$ cat src/pkg/acrf_params.svh
`ifndef ACRF_PARAMS_SVH
`define ACRF_PARAMS_SVH

// register offsets
`define ACRF_OFS_RESULT_LOW  8'h78
`define ACRF_OFS_RESULT_HIGH 8'h79
`define ACRF_OFS_SELECT      8'h7c
`define ACRF_OFS_IRQ_STATUS  8'h7d
`define ACRF_OFS_IRQ_MASK    8'h7e

// channel_reference_select fields and reset value
`define ACRF_SELECT_RST      8'h00
`define ACRF_REF_MSB         7
`define ACRF_REF_LSB         6
`define ACRF_LJ_BIT          5
`define ACRF_CH_MSB          4
`define ACRF_CH_LSB          0

// reference_select_field codes
`define ACRF_REF_EXT         2'h0
`define ACRF_REF_SUPPLY      2'h1
`define ACRF_REF_RSVD        2'h2
`define ACRF_REF_INT         2'h3

// channel_select_field codes
`define ACRF_CH_SE_LAST      5'h07
`define ACRF_CH_DIFF_FIRST   5'h10
`define ACRF_CH_DIFF_N1_LAST 5'h17
`define ACRF_CH_DIFF_N2_LAST 5'h1d
`define ACRF_CH_BANDGAP      5'h1e
`define ACRF_CH_GROUND       5'h1f

// result coding
`define ACRF_RES_W           10
`define ACRF_RAW_W           11
`define ACRF_RES_RST         10'h000
`define ACRF_SE_MAX          10'h3ff
`define ACRF_DIFF_MAX        10'h1ff
`define ACRF_DIFF_MIN        10'h200

// interrupt status / mask layout
`define ACRF_IRQ_W           2
`define ACRF_IRQ_RST         2'h0
`define ACRF_IRQ_DONE_BIT    0
`define ACRF_IRQ_DROP_BIT    1

`endif

$ cat src/pkg/acrf_pkg.sv
package acrf_pkg;

  typedef enum logic [1:0] {
    ACRF_ST_IDLE = 2'b01,
    ACRF_ST_BUSY = 2'b10
  } acrf_state_t;

endpackage

$ cat src/core/acrf_result_format.sv
`timescale 1ns/10ps
`include "acrf_params.svh"

module acrf_result_format (
  // held result and presentation
  input  wire logic [`ACRF_RES_W-1:0] result_i,
  input  wire logic                   left_justify_i,
  // register views
  output logic      [7:0]             low_o,
  output logic      [7:0]             high_o
);

  always_comb begin
    if (left_justify_i) begin
      high_o = result_i[`ACRF_RES_W-1:2];
      low_o  = {result_i[1:0], 6'h00};
    end else begin
      high_o = {6'h00, result_i[`ACRF_RES_W-1:8]};
      low_o  = result_i[7:0];
    end
  end

endmodule

$ cat src/core/acrf_top.sv
// How it works
// - after completion, the result stands in the low and high result registers.
// - single-ended code is vin*1024/vref, clamped to 0x3ff at the top.
// - differential code is 10-bit two's complement, clamped to 0x200..0x1ff.
// - bits 7:6 pick external pin, analog supply, reserved, or internal 1.1V reference.
// - reference or channel writes during a conversion wait for its completion.
// - bit 5 set gives left-justified result, clear gives right-justified.
// - changing bit 5 reformats the held result at once, even mid-conversion.
// - codes 0-7 single-ended inputs, 8-15 unused, 0x1e bandgap, 0x1f ground.
// - 0x10-0x17 inputs 0-7 against input 1; 0x18-0x1d inputs 0-5 against 2.
// - completion flag sets when a conversion ends and the result updates.
// - after a low read, result registers hold until the high register is read.
// - reset gives right justification; layouts place bits 9:8/7:0 or 9:2/1:0.
//
// The address-and-strobe port was decided locally.
`timescale 1ns/10ps
`include "acrf_params.svh"

module acrf_top (
  // clock and reset
  input  wire logic                   clk_i,
  input  wire logic                   arst_n_i,
  // register port
  input  wire logic [7:0]             addr_i,
  input  wire logic [7:0]             wdata_i,
  input  wire logic                   wr_i,
  input  wire logic                   rd_i,
  output logic      [7:0]             rdata_o,
  // converter core
  input  wire logic                   conv_start_i,
  input  wire logic                   conv_done_i,
  input  wire logic [`ACRF_RAW_W-1:0] conv_data_i,
  output logic                        busy_o,
  // reference steering
  output logic      [1:0]             ref_sel_o,
  output logic                        ext_ref_sel_o,
  output logic                        supply_ref_sel_o,
  output logic                        int_ref_en_o,
  // input multiplexer steering
  output logic      [7:0]             pos_sel_o,
  output logic      [1:0]             neg_sel_o,
  output logic                        bandgap_sel_o,
  output logic                        ground_sel_o,
  output logic                        diff_mode_o,
  // interrupt
  output logic                        irq_o
);

  acrf_pkg::acrf_state_t state_reg, state_next;

  logic [7:0]             sel_reg, sel_next;
  logic [1:0]             act_ref_reg, act_ref_next;
  logic [4:0]             act_ch_reg, act_ch_next;
  logic [2:0]             refsrc_reg, refsrc_next;
  logic [`ACRF_RES_W-1:0] result_reg, result_next;
  logic                   lock_reg, lock_next;
  logic [`ACRF_IRQ_W-1:0] status_reg, status_next;
  logic [`ACRF_IRQ_W-1:0] mask_reg, mask_next;
  logic [7:0]             rdata_reg, rdata_next;
  logic                   irq_reg, irq_next;
  logic [7:0]             pos_sel_reg, pos_sel_next;
  logic [1:0]             neg_sel_reg, neg_sel_next;
  logic                   bg_reg, bg_next;
  logic                   gnd_reg, gnd_next;
  logic                   diff_reg, diff_next;

  logic                   rd_low, rd_high, rd_status, rd_mask;
  logic                   wr_select, wr_mask;
  logic                   finish, lock_eff;
  logic                   act_is_diff;
  logic [`ACRF_RES_W-1:0] coded;
  logic [`ACRF_IRQ_W-1:0] set_bits;
  logic [7:0]             fmt_low, fmt_high;

  // decode of the register port
  always_comb begin
    rd_low    = rd_i && (addr_i == `ACRF_OFS_RESULT_LOW);
    rd_high   = rd_i && (addr_i == `ACRF_OFS_RESULT_HIGH);
    rd_status = rd_i && (addr_i == `ACRF_OFS_IRQ_STATUS);
    rd_mask   = rd_i && (addr_i == `ACRF_OFS_IRQ_MASK);
    wr_select = wr_i && (addr_i == `ACRF_OFS_SELECT);
    wr_mask   = wr_i && (addr_i == `ACRF_OFS_IRQ_MASK);
  end

  // conversion state
  always_comb begin
    state_next = state_reg;
    finish     = 1'b0;
    case (state_reg)
      acrf_pkg::ACRF_ST_IDLE: begin
        if (conv_start_i) begin
          state_next = acrf_pkg::ACRF_ST_BUSY;
        end
      end
      acrf_pkg::ACRF_ST_BUSY: begin
        if (conv_done_i) begin
          finish     = 1'b1;
          state_next = acrf_pkg::ACRF_ST_IDLE;
        end
      end
      default: begin
        state_next = acrf_pkg::ACRF_ST_IDLE;
      end
    endcase
  end

  // software copy and active copy of the selection
  always_comb begin
    sel_next     = wr_select ? wdata_i : sel_reg;
    act_ref_next = act_ref_reg;
    act_ch_next  = act_ch_reg;
    // idle or finishing: the copy follows the register, so a write made mid-conversion
    // lands only at completion
    if (state_reg != acrf_pkg::ACRF_ST_BUSY || finish) begin
      act_ref_next = sel_next[`ACRF_REF_MSB:`ACRF_REF_LSB];
      act_ch_next  = sel_next[`ACRF_CH_MSB:`ACRF_CH_LSB];
    end
    // source enables registered so the reference pins never glitch on a decode
    refsrc_next = {(act_ref_next == `ACRF_REF_EXT), (act_ref_next == `ACRF_REF_SUPPLY),
                   (act_ref_next == `ACRF_REF_INT)};
  end

  // result coding from the raw core word
  always_comb begin
    act_is_diff = (act_ch_reg >= `ACRF_CH_DIFF_FIRST) && (act_ch_reg <= `ACRF_CH_DIFF_N2_LAST);
    if (act_is_diff) begin
      // signed raw word: an overflow shows as bit 10 differing from bit 9
      if (!conv_data_i[`ACRF_RAW_W-1] && conv_data_i[`ACRF_RES_W-1]) begin
        coded = `ACRF_DIFF_MAX;
      end else if (conv_data_i[`ACRF_RAW_W-1] && !conv_data_i[`ACRF_RES_W-1]) begin
        coded = `ACRF_DIFF_MIN;
      end else begin
        coded = conv_data_i[`ACRF_RES_W-1:0];
      end
    end else if (conv_data_i[`ACRF_RAW_W-1]) begin
      coded = `ACRF_SE_MAX;
    end else begin
      coded = conv_data_i[`ACRF_RES_W-1:0];
    end
  end

  // held result and read interlock
  always_comb begin
    // a low read in the same cycle as a completion already counts as locking,
    // otherwise the high half would belong to the newer result
    lock_eff    = lock_reg || rd_low;
    result_next = result_reg;
    lock_next   = lock_reg;
    set_bits    = `ACRF_IRQ_RST;
    if (rd_low) begin
      lock_next = 1'b1;
    end
    if (rd_high) begin
      lock_next = 1'b0;
    end
    if (finish) begin
      if (!lock_eff) begin
        result_next                  = coded;
        set_bits[`ACRF_IRQ_DONE_BIT] = 1'b1;
      end else begin
        // no second buffer: a result arriving while locked is lost and flagged
        set_bits[`ACRF_IRQ_DROP_BIT] = 1'b1;
      end
    end
  end

  // live presentation, left_justify_bit taken straight from the register
  acrf_result_format u_format (
    .result_i       (result_reg),
    .left_justify_i (sel_reg[`ACRF_LJ_BIT]),
    .low_o          (fmt_low),
    .high_o         (fmt_high)
  );

  // status, mask, interrupt and read data
  always_comb begin
    status_next = (rd_status ? `ACRF_IRQ_RST : status_reg) | set_bits;
    mask_next   = wr_mask ? wdata_i[`ACRF_IRQ_W-1:0] : mask_reg;
    irq_next    = |(status_next & mask_next);
    rdata_next  = 8'h00;
    if (rd_i) begin
      case (addr_i)
        `ACRF_OFS_RESULT_LOW:  rdata_next = fmt_low;
        `ACRF_OFS_RESULT_HIGH: rdata_next = fmt_high;
        `ACRF_OFS_SELECT:      rdata_next = sel_reg;
        `ACRF_OFS_IRQ_STATUS:  rdata_next = {{(8-`ACRF_IRQ_W){1'b0}}, status_reg};
        `ACRF_OFS_IRQ_MASK:    rdata_next = {{(8-`ACRF_IRQ_W){1'b0}}, mask_reg};
        default:               rdata_next = 8'h00;
      endcase
    end
  end

  // multiplexer steering from the next active channel, so it lines up with the copy
  always_comb begin
    pos_sel_next = 8'h00;
    neg_sel_next = 2'h0;
    bg_next      = 1'b0;
    gnd_next     = 1'b0;
    diff_next    = 1'b0;
    if (act_ch_next <= `ACRF_CH_SE_LAST) begin
      pos_sel_next[act_ch_next[2:0]] = 1'b1;
    end else if (act_ch_next >= `ACRF_CH_DIFF_FIRST && act_ch_next <= `ACRF_CH_DIFF_N1_LAST) begin
      pos_sel_next[act_ch_next[2:0]] = 1'b1;
      neg_sel_next[0]                = 1'b1;
      diff_next                      = 1'b1;
    end else if (act_ch_next > `ACRF_CH_DIFF_N1_LAST && act_ch_next <= `ACRF_CH_DIFF_N2_LAST) begin
      pos_sel_next[act_ch_next[2:0]] = 1'b1;
      neg_sel_next[1]                = 1'b1;
      diff_next                      = 1'b1;
    end else if (act_ch_next == `ACRF_CH_BANDGAP) begin
      bg_next = 1'b1;
    end else if (act_ch_next == `ACRF_CH_GROUND) begin
      gnd_next = 1'b1;
    end
  end

  always_ff @(posedge clk_i or negedge arst_n_i) begin
    if (!arst_n_i) begin
      state_reg   <= acrf_pkg::ACRF_ST_IDLE;
      sel_reg     <= `ACRF_SELECT_RST;
      act_ref_reg <= `ACRF_REF_EXT;
      act_ch_reg  <= 5'h00;
      refsrc_reg  <= 3'h4;
      result_reg  <= `ACRF_RES_RST;
      lock_reg    <= 1'b0;
      status_reg  <= `ACRF_IRQ_RST;
      mask_reg    <= `ACRF_IRQ_RST;
      rdata_reg   <= 8'h00;
      irq_reg     <= 1'b0;
      pos_sel_reg <= 8'h01;
      neg_sel_reg <= 2'h0;
      bg_reg      <= 1'b0;
      gnd_reg     <= 1'b0;
      diff_reg    <= 1'b0;
    end else begin
      state_reg   <= state_next;
      sel_reg     <= sel_next;
      act_ref_reg <= act_ref_next;
      act_ch_reg  <= act_ch_next;
      refsrc_reg  <= refsrc_next;
      result_reg  <= result_next;
      lock_reg    <= lock_next;
      status_reg  <= status_next;
      mask_reg    <= mask_next;
      rdata_reg   <= rdata_next;
      irq_reg     <= irq_next;
      pos_sel_reg <= pos_sel_next;
      neg_sel_reg <= neg_sel_next;
      bg_reg      <= bg_next;
      gnd_reg     <= gnd_next;
      diff_reg    <= diff_next;
    end
  end

  // reference steering; the reserved code drives no source at all
  always_comb begin
    ref_sel_o        = act_ref_reg;
    ext_ref_sel_o    = refsrc_reg[2];
    supply_ref_sel_o = refsrc_reg[1];
    int_ref_en_o     = refsrc_reg[0];
  end

  assign rdata_o       = rdata_reg;
  assign busy_o        = (state_reg == acrf_pkg::ACRF_ST_BUSY);
  assign pos_sel_o     = pos_sel_reg;
  assign neg_sel_o     = neg_sel_reg;
  assign bandgap_sel_o = bg_reg;
  assign ground_sel_o  = gnd_reg;
  assign diff_mode_o   = diff_reg;
  assign irq_o         = irq_reg;
endmodule

$ cat config.mk
export PLATFORM = sky130hd
export DESIGN_NAME = acrf_top
export DESIGN_NICKNAME = d
export VERILOG_FILES = /design/src/pkg/acrf_pkg.sv /design/src/core/acrf_result_format.sv /design/src/core/acrf_top.sv
export VERILOG_INCLUDE_DIRS = /design/src /design/src/pkg
export SDC_FILE = /design/constraint.sdc
export NUM_CORES = 1
export LEC_CHECK = 0
export BUFFER_PORTS_ARGS = -buffer_cell sky130_fd_sc_hd__buf_2
export CORE_MARGIN = 2
export CORE_UTILIZATION = 54
export CTS_CLUSTER_DIAMETER = 100
export CTS_CLUSTER_SIZE = 40
export DETAILED_ROUTE_END_ITERATION = 16
export HOLD_SLACK_MARGIN = 0.08
export PLACE_DENSITY_LB_ADDON = 0.15
export SLEW_MARGIN = 10
export SYNTH_ARGS = -nofsm -noshare
export SYNTH_HDL_FRONTEND = slang
export SYNTH_SLANG_ARGS = --single-unit
export TNS_END_PERCENT = 1
$ cat constraint.sdc
create_clock -name clk_i -period 3.67 [get_ports clk_i]
set_clock_uncertainty 0.2 [all_clocks]
set_input_delay 1.101 -clock clk_i [delete_from_list [all_inputs] [get_ports clk_i]]
set_output_delay 1.101 -clock clk_i [all_outputs]
set_load 0.01 [all_outputs]
==> qor.log <==
INFO  drt            detail_route.drc_violations=0
INFO  drt            detailedRoute.firstIterationViolations=121
INFO  synth          synth-warning-count=0
INFO  layout         fin_nets=347
INFO  layout         fill_cells=427
INFO  status         status=finished, final reports clean
INFO  clock_tree     cts-root-buf=clkbuf_8
INFO  clock_tree     tritoncts_clock_tree=yes
INFO  run            max_cap_viol_count=0
INFO  sta            final_min_period_over_clock_period=0.755
INFO  floorplan      die_height=75.7µm
INFO  power          static_leakage=1.54nW
INFO  synth          post_synth_adder_cell_area=0
INFO  synth          synth.avg_cell_area=10.8µm²
INFO  critical_path  cp_common_cell=mux2_2
INFO  floorplan      die_w=75.7µm
INFO  sta            finalHoldViolCount=0
INFO  critical_path  arrival=2790ps
INFO  drt            detail_route.wl_per_cell=15.2µm
INFO  layout         multi_input_comb_area=1240µm²
INFO  grt            globalRoute.totalOverflow=0
INFO  synth          synth_nets=289
INFO  critical_path  crit_chain=buf_2 > nand2b_1 > nor3_2 > mux2_2 > mux2_2
INFO  layout         regArea=1430µm²
INFO  clock_tree     tritoncts_num_sinks=57
INFO  critical_path  rr_endpoint=ground_sel_o
INFO  clock_tree     insertion_delay_to_the_later_sink_of_the_worst_skew_pair=340ps
INFO  drt            via_per_inst=5.65
INFO  critical_path  required=3690ps
INFO  critical_path  timing.reg2reg.worst_path_depth=5
INFO  synth          synthDistinctLibCells=54
INFO  synth          netlist.top_cell.by_area=dfrtp_1
INFO  critical_path  crit_fanout=9
INFO  critical_path  critical-path-max-stage-delay=560ps
INFO  critical_path  setup.reg_to_reg.worst_slack=1290ps
INFO  power          pwr_density_cell=492nW/µm²
INFO  layout         areaGrowthSynthToFinish=17.9%
INFO  synth          synth_top_family_by_area=simple AND/OR/NAND/NOR gates
INFO  floorplan      core.rowCount=26
INFO  clock_tree     cts.repair_timing.setup_buffer_count=0
INFO  drt            detail_route.wirelength=5900µm
INFO  synth          synth_cells=256
INFO  sta            timing.final.setup_violations=0
INFO  critical_path  crit_family=simple AND/OR/NAND/NOR gates
INFO  sta            max_slew.worst_pin.slew=800ps
INFO  layout         final_layout_size_suffix_gt1_frac=0.345
INFO  clock_tree     tritoncts.num_buffers=9
INFO  synth          cell_types_with_the_largest_area_share_after_synthesis=dfrtp_1 (49%), nand2_1 (3.8%), nor2_1 (3.1%), dfstp_2 (2.8%), mux2_2 (2.8%)
INFO  synth          synth_top_cell_area_share=0.487
INFO  place          routability_congestion_estimate=0.780
INFO  layout         largest_register_ffs=10
INFO  grt            grt.total_usage=0.229
INFO  grt            number_of_antenna_violations_at_the_first_check_in_global_routing=0
INFO  layout         final_cell_count_no_fill=389
INFO  critical_path  worst_setup_path_startpoint=addr_i[1]
INFO  drt            firstDrtPassIters=4
INFO  synth          synth_enable_flop_cells=0
INFO  hold_path      worstHoldPathCells=1
INFO  floorplan      floorplan.core_area=5040µm²
INFO  drt            postRouteAntennaNets=0
INFO  place          number_of_i_o_port_buffers=60
INFO  place          hpwl=4200µm
INFO  synth          seq_area_frac_synth=0.515
INFO  sta            setup_repair_after_global_routing_missed_its_margin=no
INFO  synth          asyncSetResetFlopFracSynth=1.00
INFO  sta            max_freq=361MHz
INFO  hold_path      min_delay_worst_endpoint=refsrc_reg[2]
INFO  sta            fin_setup_tns=0ps
INFO  clock_tree     ctsHtreeMaxLevel=3
INFO  hold_path      hold_path_class=flip-flop to flip-flop
INFO  clock_tree     clk_slew_on_worst_s_h_paths=70ps
INFO  critical_path  critical_path.endpoint_type=flip-flop
INFO  synth          synth_compound_area_frac=0.188
INFO  grt            wire_length_of_the_first_global_routing_pass=9600µm
INFO  clock_tree     clock_path_buffers=2
INFO  synth          synthXorXnorAreaFrac=0
INFO  synth          post_synth_mux_area_share=0.0428
INFO  grt            first_global_vias=1,966
INFO  synth          synth.ff_latch_count=57
INFO  power          irDropWorstVdd=0.000283V
INFO  grt            grt_start_max_net_pins=39
INFO  sta            final-max-slew-violation-count=0
INFO  clock_tree     cts.repair.resized=0
INFO  critical_path  standard_cell_with_the_maximum_stage_delay_on_the_critical_path=nor3_2
INFO  layout         num_antenna_cells=0
INFO  place          place_inst=373
INFO  drt            route.vias.total=2,198
INFO  critical_path  worst_r2r_src=state_reg[0]
INFO  floorplan      die-area=5730µm²
INFO  synth          dominant_synthesized_flop_cell=dfrtp_1
INFO  sta            finalWorstPathRequiredPeriod=2770ps
INFO  floorplan      top_level_port_count=61
INFO  synth          mappedNetlistArea=2780µm²
INFO  synth          synth-simple-area-share=0.216
INFO  hold_path      hold_path.startpoint=ref_sel_o[1]
INFO  clock_tree     cts_hold_buffers=0
INFO  critical_path  worstSetupPathDepth=5
INFO  critical_path  critical_path_class=input port to flip-flop
INFO  floorplan      initial_core_util=0.551
INFO  sta            slew_headroom=0.459
INFO  critical_path  startpoint_type=input port
INFO  critical_path  cp_num_buf_inv=1
==> worst reg2reg max path, cell delays in order, from the launching register on <==
cell     delay [ps]
dfstp_2         550
or3b_1          630
nor2_1          160
a31oi_4         350
nand2_2         140
nor4b_2         260
==> placed cells by master, fill, tap and decap left out, drive strengths merged, types with 4 or more instances in the layout <==
| cell type | instances |
|---|---|
| a21oi | 10 |
| a22oi | 4 |
| a31oi | 10 |
| buf | 62 |
| clkbuf | 10 |
| dfrtp | 54 |
| inv | 6 |
| mux2 | 7 |
| mux2i | 4 |
| nand2 | 29 |
| nand2b | 4 |
| nand3 | 8 |
| nand4 | 7 |
| nor2 | 24 |
| nor2b | 5 |
| nor3 | 6 |
| nor3b | 5 |
| o2111ai | 9 |
| o21a | 8 |
| o21ai | 8 |
| o31ai | 7 |
==> Yosys cell counts, types with 5 or more instances <==
library cell and n:
a21oi_1 10, a31oi_1 5, nor3_1 5, o21ai_0 8
o2111ai_1 9, nand3_1 8, mux2_2 7, nor2_1 23
clkbuf_1 7, dfrtp_1 54, inv_1 5, o21a_1 8
nand4_1 5, nand2_1 28
==> how the worst max path moves through the flow <==
stage	endpoint	slack (ps)
2_1_floorplan	ref_sel_o[0]	950
3_3_place_gp	pos_sel_o[4]	610
3_5_place_dp	pos_sel_o[0]	520
4_1_cts	pos_sel_o[0]	890
5_1_grt	pos_sel_o[0]	750
6_report	ref_sel_o[0]	900
==> metal layers <==
layer  track usage  part of all wire  vias up
met5             0                 0        -
met4         0.105             0.018        0
met2         0.368              0.50       59
li1              -                 -     1061
met1         0.304              0.44     1069
met3        0.0397             0.040        9
==> power by group <==
group          total (mW)  leakage [nW]  switching, mW  internal, mW
Combinational       0.274         0.712          0.147         0.127
Sequential          0.808         0.740         0.0777         0.730
Clock               0.528        0.0887          0.264         0.264
==> area by class of cell <==
cell class / instances / share of cell area
flip-flops and latches: 57 / 0.437
multi-input cells: 179 / 0.379
repair buffers: 62 / 0.0963
clock buffers: 10 / 0.0420
well taps: 70 / 0.0267
clock inverters: 6 / 0.0130
inverters: 5 / 0.00573
==> metrics by stage <==
stage | util | power, mW | cell area (µm²) | setup slack (ps) | hold WS (ps)
after floorplan | - | 0.987 | 2780 | 948 | 270
after global placement | 0.614 | 1.09 | 3090 | 609 | 287
after detailed placement | 0.614 | 1.09 | 3090 | 522 | 292
after CTS | 0.649 | 1.62 | 3270 | 895 | 300
after global routing | 0.649 | 1.70 | 3270 | 748 | 339
final | 0.649 | 1.61 | 3270 | 898 | 297
==> kinds of logic (layout without fill, tap and decap cells) <==
group                  Yosys count  in the layout
and+or+nand+nor                103            103
AOI/OAI and AO/OA               65             65
DFF                             57             57
buffers and inverters           20             83
muxes                           11             11
(Power assumes the default switching activity.)
